## src/design/nv_access_defines.svh

```systemverilog
`ifndef NV_ACCESS_DEFINES_SVH
`define NV_ACCESS_DEFINES_SVH

`define NV_DATA_OFS 8'h08
`define NV_ADDR_OFS 8'h09
`define NV_CTRL_OFS 8'h88
`define NV_UNLOCK_OFS 8'h89

`define NV_BIT_RD 0
`define NV_BIT_WR 1
`define NV_BIT_PERMIT 2
`define NV_BIT_ABORT 3
`define NV_BIT_DONE 4
`define NV_CTRL_IMPL 5

`define NV_KEY1 8'h55
`define NV_KEY2 8'hAA
`define NV_DEPTH 64
`define NV_ADDR_HI_ZERO 2'h0

`define NV_CLK_MHZ 250
`define NV_PWRUP_MS 72
`define NV_PWRUP_CYC (`NV_PWRUP_MS * 1000 * `NV_CLK_MHZ)
`define NV_WRITE_US 4
`define NV_WRITE_CYC (`NV_WRITE_US * `NV_CLK_MHZ)

`endif

```

## src/design/nv_access_pkg.sv

```systemverilog
package nv_access_pkg;

    typedef struct packed {
        logic wr_en;
        logic rd_en;
        logic [7:0] addr;
        logic [7:0] wdata;
    } sfr_req_t;

    typedef enum logic [1:0] {
        KEY_IDLE,
        KEY_GOT1,
        KEY_GOT2
    } key_state_t;

    typedef enum logic {
        PROG_IDLE,
        PROG_BUSY
    } prog_state_t;

endpackage : nv_access_pkg

```

## src/design/data_eeprom_access_control.sv

```systemverilog
// Notes on behaviour
// - control register has five bits, upper read zero
// - read and program strobes set-only, hardware clears
// - program permit cleared at power-up
// - pin or watchdog reset mid-write sets aborted_flag
// - address and data kept across aborting reset
// - write done clears strobe, sets sticky done_flag
// - unlock port stores nothing, reads zero
// - read data lands in data register next cycle
// - read data held until next read or write
// - write starts only after 55h, AAh, then strobe
// - program strobe blocked while permit is clear
// - only por, rst and cpu writes clear permit; clearing keeps write
// - no write starts during power-up timer
// - code protection leaves cpu access unchanged
// - registers at 08h, 09h, 88h, 89h
// - only 64 bytes; upper address bits must be zero
// - control bits done,abort,permit,strobe,read at 4..0
`timescale 1ns/1ns
`include "nv_access_defines.svh"

module data_eeprom_access_control #(
    parameter int unsigned PWRUP_CYCLES = `NV_PWRUP_CYC,
    parameter int unsigned WRITE_CYCLES = `NV_WRITE_CYC
) (
    input wire logic mclk,
    input wire logic por,
    input wire logic rst,
    input wire nv_access_pkg::sfr_req_t sfr_req,
    output logic [7:0] sfr_rdata,
    output logic write_busy,
    output logic done_irq
);
    import nv_access_pkg::*;

    // por: power-on reset; rst: pin or watchdog reset (both synchronous)
    typedef struct packed {
        logic [7:0] data;
        logic [7:0] addr;
        logic done;
        logic abort;
        logic permit;
        logic wr;
        logic rd;
        key_state_t key;
        prog_state_t prog;
        logic [31:0] tmr;
        logic [31:0] pwrup;
        logic [5:0] waddr;
        logic [7:0] wdata;
        logic [7:0] rdata;
        logic busy;
        logic irq;
    } state_t;

    state_t st_ff;
    state_t nxt_st;
    logic [7:0] mem [`NV_DEPTH];
    logic mem_we;
    logic in_range;
    logic key_ok;

    assign in_range = (st_ff.addr[7:6] == `NV_ADDR_HI_ZERO);
    assign key_ok = st_ff.key == KEY_GOT2 && st_ff.permit &&
        st_ff.pwrup == 32'h0 && st_ff.prog == PROG_IDLE;
    assign mem_we = st_ff.prog == PROG_BUSY && st_ff.tmr == 32'h1;

    always_ff @(posedge mclk) begin
        if (mem_we) begin
            mem[st_ff.waddr] <= st_ff.wdata;
        end
    end

    always_comb begin
        logic [7:0] ctrl_rd;
        logic set_wr;
        ctrl_rd = 8'h00;
        set_wr = 1'b0;
        nxt_st = st_ff;
        if (st_ff.pwrup != 32'h0) begin
            nxt_st.pwrup = st_ff.pwrup - 32'h1;
        end
        // read strobe completes in one cycle
        if (st_ff.rd) begin
            nxt_st.rd = 1'b0;
            // out-of-range address reads zero; data is unscrambled
            nxt_st.data = in_range ? mem[st_ff.addr[5:0]] : 8'h00;
        end
        if (st_ff.prog == PROG_BUSY) begin
            nxt_st.tmr = st_ff.tmr - 32'h1;
            if (st_ff.tmr == 32'h1) begin
                nxt_st.prog = PROG_IDLE;
                nxt_st.wr = 1'b0;
                nxt_st.done = 1'b1;
                nxt_st.abort = 1'b0;
            end
        end
        if (sfr_req.wr_en) begin
            // any non-key write to the unlock port or strobe set re-arms
            unique case (sfr_req.addr)
                `NV_DATA_OFS: nxt_st.data = sfr_req.wdata;
                `NV_ADDR_OFS: nxt_st.addr = sfr_req.wdata;
                `NV_CTRL_OFS: begin
                    // flags: done and abort write freely, set beats clear
                    if (!(st_ff.prog == PROG_BUSY && st_ff.tmr == 32'h1)) begin
                        nxt_st.done = sfr_req.wdata[`NV_BIT_DONE];
                    end
                    nxt_st.abort = sfr_req.wdata[`NV_BIT_ABORT];
                    nxt_st.permit = sfr_req.wdata[`NV_BIT_PERMIT];
                    if (sfr_req.wdata[`NV_BIT_RD]) begin
                        nxt_st.rd = 1'b1;
                    end
                    set_wr = sfr_req.wdata[`NV_BIT_WR];
                end
                default: ;
            endcase
        end
        // key detector: only consecutive unlock writes then strobe count
        if (sfr_req.wr_en) begin
            if (sfr_req.addr == `NV_UNLOCK_OFS) begin
                if (sfr_req.wdata == `NV_KEY1) begin
                    nxt_st.key = KEY_GOT1;
                end else if (sfr_req.wdata == `NV_KEY2 &&
                             st_ff.key == KEY_GOT1) begin
                    nxt_st.key = KEY_GOT2;
                end else begin
                    nxt_st.key = KEY_IDLE;
                end
            end else begin
                nxt_st.key = KEY_IDLE;
            end
        end
        if (set_wr && key_ok && in_range) begin
            nxt_st.wr = 1'b1;
            nxt_st.prog = PROG_BUSY;
            nxt_st.tmr = WRITE_CYCLES;
            nxt_st.waddr = st_ff.addr[5:0];
            nxt_st.wdata = st_ff.data;
        end
        ctrl_rd[`NV_BIT_DONE] = nxt_st.done;
        ctrl_rd[`NV_BIT_ABORT] = nxt_st.abort;
        ctrl_rd[`NV_BIT_PERMIT] = nxt_st.permit;
        ctrl_rd[`NV_BIT_WR] = nxt_st.wr;
        ctrl_rd[`NV_BIT_RD] = nxt_st.rd;
        // read data is registered, so it shows the register one cycle on
        unique case (sfr_req.addr)
            `NV_DATA_OFS: nxt_st.rdata = nxt_st.data;
            `NV_ADDR_OFS: nxt_st.rdata = nxt_st.addr;
            `NV_CTRL_OFS: nxt_st.rdata = ctrl_rd;
            default: nxt_st.rdata = 8'h00;
        endcase
        nxt_st.busy = nxt_st.prog == PROG_BUSY;
        nxt_st.irq = nxt_st.done;
    end

    always_ff @(posedge mclk) begin
        if (por) begin
            st_ff <= '0;
            st_ff.pwrup <= PWRUP_CYCLES;
        end else if (rst) begin
            // pin/watchdog reset: addr and data survive
            st_ff.abort <= st_ff.abort | (st_ff.prog == PROG_BUSY);
            st_ff.rd <= 1'b0;
            st_ff.wr <= 1'b0;
            st_ff.permit <= 1'b0;
            st_ff.key <= KEY_IDLE;
            st_ff.prog <= PROG_IDLE;
            st_ff.tmr <= 32'h0;
            st_ff.rdata <= 8'h00;
            st_ff.busy <= 1'b0;
        end else begin
            st_ff <= nxt_st;
        end
    end

    assign sfr_rdata = st_ff.rdata;
    assign write_busy = st_ff.busy;
    assign done_irq = st_ff.irq;

    property p_rd_clears;
        @(posedge mclk) disable iff (rst || por)
        st_ff.rd |=> !st_ff.rd;
    endproperty
    a_rd_clears: assert property (p_rd_clears) else $error("rd stuck");

    property p_read_data;
        @(posedge mclk) disable iff (rst || por)
        (st_ff.rd && in_range) |=> st_ff.data == $past(mem[st_ff.addr[5:0]]);
    endproperty
    a_read_data: assert property (p_read_data) else $error("bad read");

    property p_no_start_unpermitted;
        @(posedge mclk) disable iff (rst || por)
        (st_ff.prog == PROG_IDLE && !st_ff.permit) |=> st_ff.prog == PROG_IDLE;
    endproperty
    a_no_start_unpermitted: assert property (p_no_start_unpermitted)
        else $error("write without permit");

    property p_no_start_pwrup;
        @(posedge mclk) disable iff (rst || por)
        (st_ff.prog == PROG_IDLE && st_ff.pwrup != 32'h0) |=> !st_ff.wr;
    endproperty
    a_no_start_pwrup: assert property (p_no_start_pwrup)
        else $error("write during power-up");

    property p_start_needs_key;
        @(posedge mclk) disable iff (rst || por)
        $rose(st_ff.wr) |-> $past(st_ff.key) == KEY_GOT2;
    endproperty
    a_start_needs_key: assert property (p_start_needs_key)
        else $error("write without unlock");

    property p_done;
        @(posedge mclk) disable iff (rst || por)
        (st_ff.prog == PROG_BUSY && st_ff.tmr == 32'h1)
            |=> !st_ff.wr && st_ff.done;
    endproperty
    a_done: assert property (p_done) else $error("done not set");

    property p_abort;
        @(posedge mclk) disable iff (por)
        (rst && st_ff.prog == PROG_BUSY) |=> st_ff.abort;
    endproperty
    a_abort: assert property (p_abort) else $error("abort missed");

    property p_keep_addr;
        @(posedge mclk) disable iff (por)
        rst |=> st_ff.addr == $past(st_ff.addr);
    endproperty
    a_keep_addr: assert property (p_keep_addr) else $error("addr lost");

    property p_upper_zero;
        @(posedge mclk) disable iff (rst || por)
        sfr_req.addr == `NV_CTRL_OFS |=> sfr_rdata[7:5] == 3'h0;
    endproperty
    a_upper_zero: assert property (p_upper_zero) else $error("upper bits");

    property p_unlock_zero;
        @(posedge mclk) disable iff (rst || por)
        sfr_req.addr == `NV_UNLOCK_OFS |=> sfr_rdata == 8'h00;
    endproperty
    a_unlock_zero: assert property (p_unlock_zero)
        else $error("unlock port not zero");

    property p_data_readback;
        @(posedge mclk) disable iff (rst || por)
        sfr_req.addr == `NV_DATA_OFS |=> sfr_rdata == st_ff.data;
    endproperty
    a_data_readback: assert property (p_data_readback)
        else $error("data register readback");

    property p_addr_readback;
        @(posedge mclk) disable iff (rst || por)
        sfr_req.addr == `NV_ADDR_OFS |=> sfr_rdata == st_ff.addr;
    endproperty
    a_addr_readback: assert property (p_addr_readback)
        else $error("address register readback");

    property p_ctrl_bits;
        @(posedge mclk) disable iff (rst || por)
        sfr_req.addr == `NV_CTRL_OFS |=> sfr_rdata[4:0] ==
            {st_ff.done, st_ff.abort, st_ff.permit, st_ff.wr, st_ff.rd};
    endproperty
    a_ctrl_bits: assert property (p_ctrl_bits)
        else $error("control bit layout");

    property p_data_hold;
        @(posedge mclk) disable iff (rst || por)
        !st_ff.rd && !(sfr_req.wr_en && sfr_req.addr == `NV_DATA_OFS)
            |=> $stable(st_ff.data);
    endproperty
    a_data_hold: assert property (p_data_hold)
        else $error("data register changed");

    property p_keep_data;
        @(posedge mclk) disable iff (por)
        rst |=> st_ff.data == $past(st_ff.data);
    endproperty
    a_keep_data: assert property (p_keep_data)
        else $error("data lost");

    property p_permit_hold;
        @(posedge mclk) disable iff (rst || por)
        st_ff.permit && !(sfr_req.wr_en && sfr_req.addr == `NV_CTRL_OFS)
            |=> st_ff.permit;
    endproperty
    a_permit_hold: assert property (p_permit_hold)
        else $error("permit cleared by hardware");

    property p_write_runs;
        @(posedge mclk) disable iff (rst || por)
        (st_ff.prog == PROG_BUSY && st_ff.tmr != 32'h1)
            |=> st_ff.prog == PROG_BUSY;
    endproperty
    a_write_runs: assert property (p_write_runs)
        else $error("write stopped early");

    property p_start_count;
        @(posedge mclk) disable iff (rst || por)
        $rose(st_ff.wr) |-> st_ff.tmr == WRITE_CYCLES;
    endproperty
    a_start_count: assert property (p_start_count)
        else $error("write timer not loaded");

    property p_tmr_bounded;
        @(posedge mclk) disable iff (rst || por)
        st_ff.prog == PROG_BUSY |->
            (st_ff.tmr != 32'h0 && st_ff.tmr <= WRITE_CYCLES);
    endproperty
    a_tmr_bounded: assert property (p_tmr_bounded)
        else $error("write timer out of range");

    property p_wr_not_cleared;
        @(posedge mclk) disable iff (rst || por)
        (st_ff.wr && st_ff.tmr != 32'h1) |=> st_ff.wr;
    endproperty
    a_wr_not_cleared: assert property (p_wr_not_cleared)
        else $error("program strobe cleared early");

    property p_rd_sets;
        @(posedge mclk) disable iff (rst || por)
        (sfr_req.wr_en && sfr_req.addr == `NV_CTRL_OFS &&
            sfr_req.wdata[`NV_BIT_RD]) |=> st_ff.rd;
    endproperty
    a_rd_sets: assert property (p_rd_sets)
        else $error("read strobe not set");

    property p_done_sticky;
        @(posedge mclk) disable iff (rst || por)
        st_ff.done && !(sfr_req.wr_en && sfr_req.addr == `NV_CTRL_OFS)
            |=> st_ff.done;
    endproperty
    a_done_sticky: assert property (p_done_sticky)
        else $error("done flag dropped");

    property p_range_refused;
        @(posedge mclk) disable iff (rst || por)
        (st_ff.prog == PROG_IDLE && st_ff.addr[7:6] != 2'h0)
            |=> st_ff.prog == PROG_IDLE;
    endproperty
    a_range_refused: assert property (p_range_refused)
        else $error("write outside implemented space");

    // no disable here: the power-on reset is the antecedent itself
    property p_por_clears;
        @(posedge mclk)
        por |=> !st_ff.permit && !st_ff.wr && st_ff.pwrup != 32'h0;
    endproperty
    a_por_clears: assert property (p_por_clears)
        else $error("permit set after power-on");

    c_write: cover property (@(posedge mclk) $fell(st_ff.wr));
    c_read: cover property (@(posedge mclk) st_ff.rd);
    c_abort: cover property (@(posedge mclk) $rose(st_ff.abort));
    c_refused: cover property (@(posedge mclk) sfr_req.wr_en &&
        sfr_req.addr == `NV_CTRL_OFS && sfr_req.wdata[`NV_BIT_WR] && !key_ok);

endmodule : data_eeprom_access_control

```

## config.mk

```make
export PLATFORM = sky130hd
export DESIGN_NAME = data_eeprom_access_control
export DESIGN_NICKNAME = d
export VERILOG_FILES = /design/src/design/nv_access_pkg.sv /design/src/design/data_eeprom_access_control.sv
export VERILOG_INCLUDE_DIRS = /design/src /design/src/design
export SDC_FILE = /design/constraint.sdc
export NUM_CORES = 1
export LEC_CHECK = 0
export BUFFER_PORTS_ARGS = -buffer_cell sky130_fd_sc_hd__buf_2
export CAP_MARGIN = 20
export CORE_AREA = 5 5 211 213
export DETAILED_ROUTE_END_ITERATION = 16
export DIE_AREA = 0 0 216 218
export GPL_TIMING_DRIVEN = 0
export PLACE_DENSITY = 0.76
export SYNTH_ARGS = -nofsm -noshare
export SYNTH_HDL_FRONTEND = slang
export SYNTH_SLANG_ARGS = --single-unit
```

## constraint.sdc

```tcl
create_clock -name mclk -period 7.28 [get_ports mclk]
set_input_delay 0.728 -clock mclk [delete_from_list [all_inputs] [get_ports mclk]]
set_output_delay 0.728 -clock mclk [all_outputs]
set_load 0.02 [all_outputs]
```

Word-level counts from Yosys, hierarchy flattened
Memory sizes are Yosys's and may differ from the RTL's. A register that Yosys moved wholly into a read port is not among the register bits.
Cells that the tools add are included.

storage, ports and cells
  bits in writable memories = 512
  input port bits = 21
  word-level logic and storage cells = 75
  register bits = 110
  memories = 1

memory list
  name  words  width  rd ports  clocked after memory_dff  wr ports  line                              text
  mem   64     8      1         1                         1         data_eeprom_access_control.sv:58  logic [7:0] mem [`NV_DEPTH];

cells by class
  mux-type cells = 30
  reduce and logical (&&, ||, !) cells = 15
  eq/ne operators = 9
  $add $sub $neg = 2
  bitwise gates (word level) = 3

operators by type and width
  cell                                                number
  2-to-1 mux 33 bit                                   2
  subtractor 32 x 1 -> 32 bit, second input constant  2
  2-to-1 mux 39 bit                                   1
  == test 32 x 1 -> 1 bit, second input constant      1
  zero test 32 bit                                    1
  2-to-1 mux 8 bit                                    4
  nonzero test 32 bit                                 1
  == test 8 bit, second input constant                3
  one-hot mux 8 bit (3 select lines)                  1
  2-to-1 mux 19 bit                                   1
  == test 8 x 4 -> 1 bit, second input constant       2
  2-to-1 mux 1 bit                                    12
  2-to-1 mux 2 bit                                    6
  2-to-1 mux 6 bit                                    2
  == test 8 x 7 -> 1 bit, second input constant       1
  logical AND 1 bit                                   7
  AND reduction 2 bit                                 2
  2-to-1 mux 3 bit                                    1
  OR reduction 3 bit                                  1
  == test 2 x 1 -> 1 bit, second input constant       1
  == test 2 bit, second input constant                1
  zero test 2 bit                                     1
  inverter 1 bit                                      2
  nonzero test 2 bit                                  1
  other kinds (2)                                     2

Longest topological paths before layout
  word-level depth = 8
  depth in mapped cells = 11
  gate-level depth less buffers = 7

Worst setup path after synthesis
No wires, ideal clock.

  path type = register to register
  start = register st_ff[80] (netlist bit)
  end = memory mem[55][0] (enable)
  required time = 6.910 ns
  stages on the path, launching flop included = 8
  path buffers = 1
  clock period less this slack = 2.906 ns
  setup time = 0.370 ns
  path slack = 4.374 ns
  data arrival time = 2.535 ns
  path through = dfxtp_1 -> or4_1 -> clkbuf_1 -> nor4b_1 -> nand4_1 -> nor2_1 -> nand3_1 -> nor2_1

between the ends
  longest elaborated chain between the ends = 4

RTL lines
  element                                 line                               text
  start: declaration                      data_eeprom_access_control.sv:56   state_t st_ff;
  start signal: assignment                data_eeprom_access_control.sv:172  st_ff <= nxt_st;
  == test 32 x 1 -> 1 bit                 data_eeprom_access_control.sv:66   assign mem_we = st_ff.prog == PROG_BUSY && st_ff.tmr == 32'h1;
  logical AND 1 bit                       data_eeprom_access_control.sv:66
  2-to-1 mux 1 bit                        data_eeprom_access_control.sv:69   if (mem_we) begin
  2-to-1 mux 1 bit (not written as such)  data_eeprom_access_control.sv:70   mem[st_ff.waddr] <= st_ff.wdata;
  end: declaration                        data_eeprom_access_control.sv:58

Every way passes these cells.

Worst setup path in the final report
  start = register st_ff[80] (netlist bit)
  end = memory mem[23][5] (enable)

The elaborated chain is that of the path after synthesis.

==> flow_metrics.py <==
metrics = {
    "setup_path": {
        "worstRegToRegCells": 7,
        "cp.required_ns": 7.54,
        "critPathArrivalTime_ns": 4.61,
        "critPathMaxFanout": 8,
        "crit_path_start_kind": "flip-flop",
        "endpoint_kind": "flip-flop",
        "critPathKind": "flip-flop to flip-flop",
    },
    "pwr": {
        "seq_power_share_pct": 54.5,
        "internal_power_mw": 5.64,
        "power.leakage_nw": 7.65,
        "ir_drop_v": 0.000241,
        "p_sw_share_pct": 20.0,
        "power.share.clock_pct": 44.5,
        "p_comb_share_pct": 1.0,
        "power_mw": 7.05,
        "p_per_area_nw_per_um2": 251,
        "switchingPower_mw": 1.41,
    },
    "die": {
        "die_y_um": 218,
        "start_util_pct": 59.0,
        "ios": 31,
        "num_rows": 76,
        "die-area_um2": 47100,
        "die_x_um": 216,
        "core-area_um2": 42500,
    },
    "logic_synthesis": {
        "syn_inst": 1525,
        "synth_warnings": 0,
        "synth_compound_area_share_pct": 4.39,
        "syn_nets": 1550,
        "async_flop_share_pct": 0,
        "synth-xor-area-share_pct": 1.15,
        "synth_flop_cell": "edfxtp_1",
        "avgSynthCellArea_um2": 16.5,
        "ys_seq_area_share_pct": 70.5,
        "synthSimpleGateAreaFrac_pct": 8.33,
        "synth_common_cells": "512 x edfxtp_1, 170 x nor2_1, 129 x mux4_2",
        "synthAdderAreaFrac_pct": 0.199,
        "synth_cell_types": 67,
        "yosys.area.top_type": "edfxtp_1",
        "synth_top_family_by_area": "multiplexers",
        "synth-edff-count": 512,
        "ys_ff_latch": 628,
        "yosysMostFrequentCell": "edfxtp_1",
        "muxShareOfSynthArea_pct": 13.7,
        "synth_top_cell_area_share_pct": 61.3,
        "synth.area.top_cells": "edfxtp_1 61%, mux4_2 12%, dfxtp_1 9.3%",
        "synthesis.area_um2": 25100,
    },
    "routing": {
        "dr.pass1.iters": 5,
        "drtAntennaViolNets": 0,
        "drc": 0,
        "route.detailed.wl_per_inst_um": 28.3,
        "routed-via-count": 14800,
        "vias_per_cell": 6.67,
        "drt_iter0_drc": 2226,
        "wirelength_mm": 62.9,
    },
    "placement": {
        "hpwlAfterDp_mm": 40.8,
        "numPortBuffers": 29,
        "finalWeightedCongestion": 0.967,
        "dpl.cell_count": 2109,
    },
    "timing": {
        "finalSetupViolations": 0,
        "drv_slew": 0,
        "max_freq_ghz": 0.230,
        "period_needed_ns": 4.35,
        "skew_ns": 0.0348,
        "fin_crit_sh_pct": 59.8,
        "slew_headroom_pct": 28.8,
        "worst_pin_slew_ns": 1.07,
        "fin_tns_setup_ns": 0,
        "rsz0062_at_grt": "false",
        "hold_viol": 0,
    },
    "min_path": {
        "min_path_type": "input pin to flip-flop",
        "hold_path_depth": 3,
    },
    "grt": {
        "antenna_found_initial": 0,
        "grt_max_degree": 50,
        "grt_overflow_total": 0,
        "grt_pass1_wl_mm": 94.2,
        "grt_use_total_pct": 27.0,
        "grt_pass1_vias": 14700,
    },
    "clock_network": {
        "worstSkewPairLatency_ns": 0.64,
        "postCtsSetupBuffers": 0,
        "hold_buffers": 0,
        "cts.clk_slew.worst_paths_ns": 0.06,
        "ctsRootBufferMaster": "clkbuf_16",
        "cts_inserted_buffers": 61,
        "cts_buffer_depth": 3,
        "post_cts_resize_count": 0,
        "htreeDepth": 2,
        "cts_tree": "built",
        "cts_sinks": 628,
    },
    "cells_and_area": {
        "stdcell_count": 2224,
        "antenna_cells": 0,
        "fin_util_pct": 66.2,
        "fill_cells": 2848,
        "nNetsFinal": 1651,
        "drive_gt1_share_pct": 20.4,
        "syn_to_final_growth_pct": 12.0,
    },
    "job": {
        "maxCapViolations": 0,
    },
    "outcome": {
        "status": "complete, no violations",
    },
}
[power groups by stage]
stage / combinational [mW] / sequential (mW) / clock [mW]
5_1_grt: 0.0822 / 3.84 / 3.33
2_1_floorplan: 0.0467 / 3.92 / 0
4_1_cts: 0.0735 / 3.84 / 3.16
3_3_place_gp: 0.0706 / 3.92 / 0
6_report: 0.0740 / 3.84 / 3.13
3_5_place_dp: 0.0730 / 3.92 / 0
[critical path: stages (launching register included)]
cell      delay (ns)
dfxtp_1         0.34
or4_1           0.52
clkbuf_1        0.18
nor4b_1         0.44
nand4_1         0.51
nor2_1          0.43
nand3_1         0.68
nor2_1          0.89
[kinds of logic (layout without fill, tap and decap cells)]
group	Yosys count	in the layout
AOI/OAI and AO/OA	165	165
DFF	628	628
and+or+nand+nor	419	419
xor gates and xnor gates	33	33
buffers and inverters	96	249
muxes	180	180
adders and majority gates	4	4
[cell type report]
cell class | instances | area [µm²] | area share [%]
Clock inverter | 32 | 308 | 1.09
Inverter | 13 | 48.8 | 0.174
Tap cell | 546 | 683 | 2.43
Multi-Input combinational cell | 801 | 6960 | 24.7
Clock buffer | 83 | 1700 | 6.03
Sequential cell | 628 | 17700 | 63.0
Buffer | 83 | 392 | 1.39
Timing Repair Buffer | 38 | 325 | 1.16
[per-stage QoR]
stage	cell area (µm²)	hold slack (ns)	worst slack, ns
after floorplan	25100	0.437	4.37
after global routing	28100	0.423	2.66
after global placement	25900	0.443	3.08
final	28100	0.430	2.93
after CTS	28100	0.384	2.99
after detailed placement	26100	0.454	3.01
[layout by cell type (no fill, tap or decap), types with 8 or more instances in the layout]
cell	instances
a21oi_1	38
a22oi_1	8
a31oi_1	9
and3_1	11
buf_1	11
buf_2	58
buf_4	8
clkbuf_1	42
clkbuf_16	61
clkbuf_8	8
clkinv_1	9
clkinv_2	11
dfxtp_1	108
dfxtp_2	8
edfxtp_1	512
inv_1	11
mux2_2	8
mux2i_1	41
mux4_2	129
nand2_1	61
nand2b_1	10
nand3_1	23
nand4_1	16
nor2_1	170
nor2b_1	10
nor3_1	20
nor4_1	20
o21ai_0	30
o221ai_1	8
o22ai_1	19
o31ai_1	8
or2_2	8
or3_1	19
or4_1	15
xnor2_1	27
[state kept, by name, summed over array words and instances (netlist names), named ones only]
| name | flops |
|---|---|
| done_irq | 1 |
| sfr_rdata | 8 |
| mem | 512 |
| st_ff | 100 |
| write_busy | 1 |
[routing by layer]
metal,global-route usage [%],vias up,share of wire [%]
li1,-,6258,-
met1,37.4,7546,38
met2,42.3,886,47
met3,7.32,135,11
met4,9.33,0,3.6
met5,0,-,0
[worst paths after layout]
path / from / end / slack, ns
min: sfr_req[6] / st_ff[102]$_SDFFE_PP0N_ / 0.43
max reg2reg: st_ff[80]$_SDFFE_PP0P_ / mem[23][5]$_DFFE_PP_ / 2.93
min reg2reg: st_ff[92]$_SDFF_PP0_ / st_ff[92]$_SDFF_PP0_ / 0.46
max: st_ff[80]$_SDFFE_PP0P_ / mem[23][5]$_DFFE_PP_ / 2.93
Power figures use the tool's default switching activity.
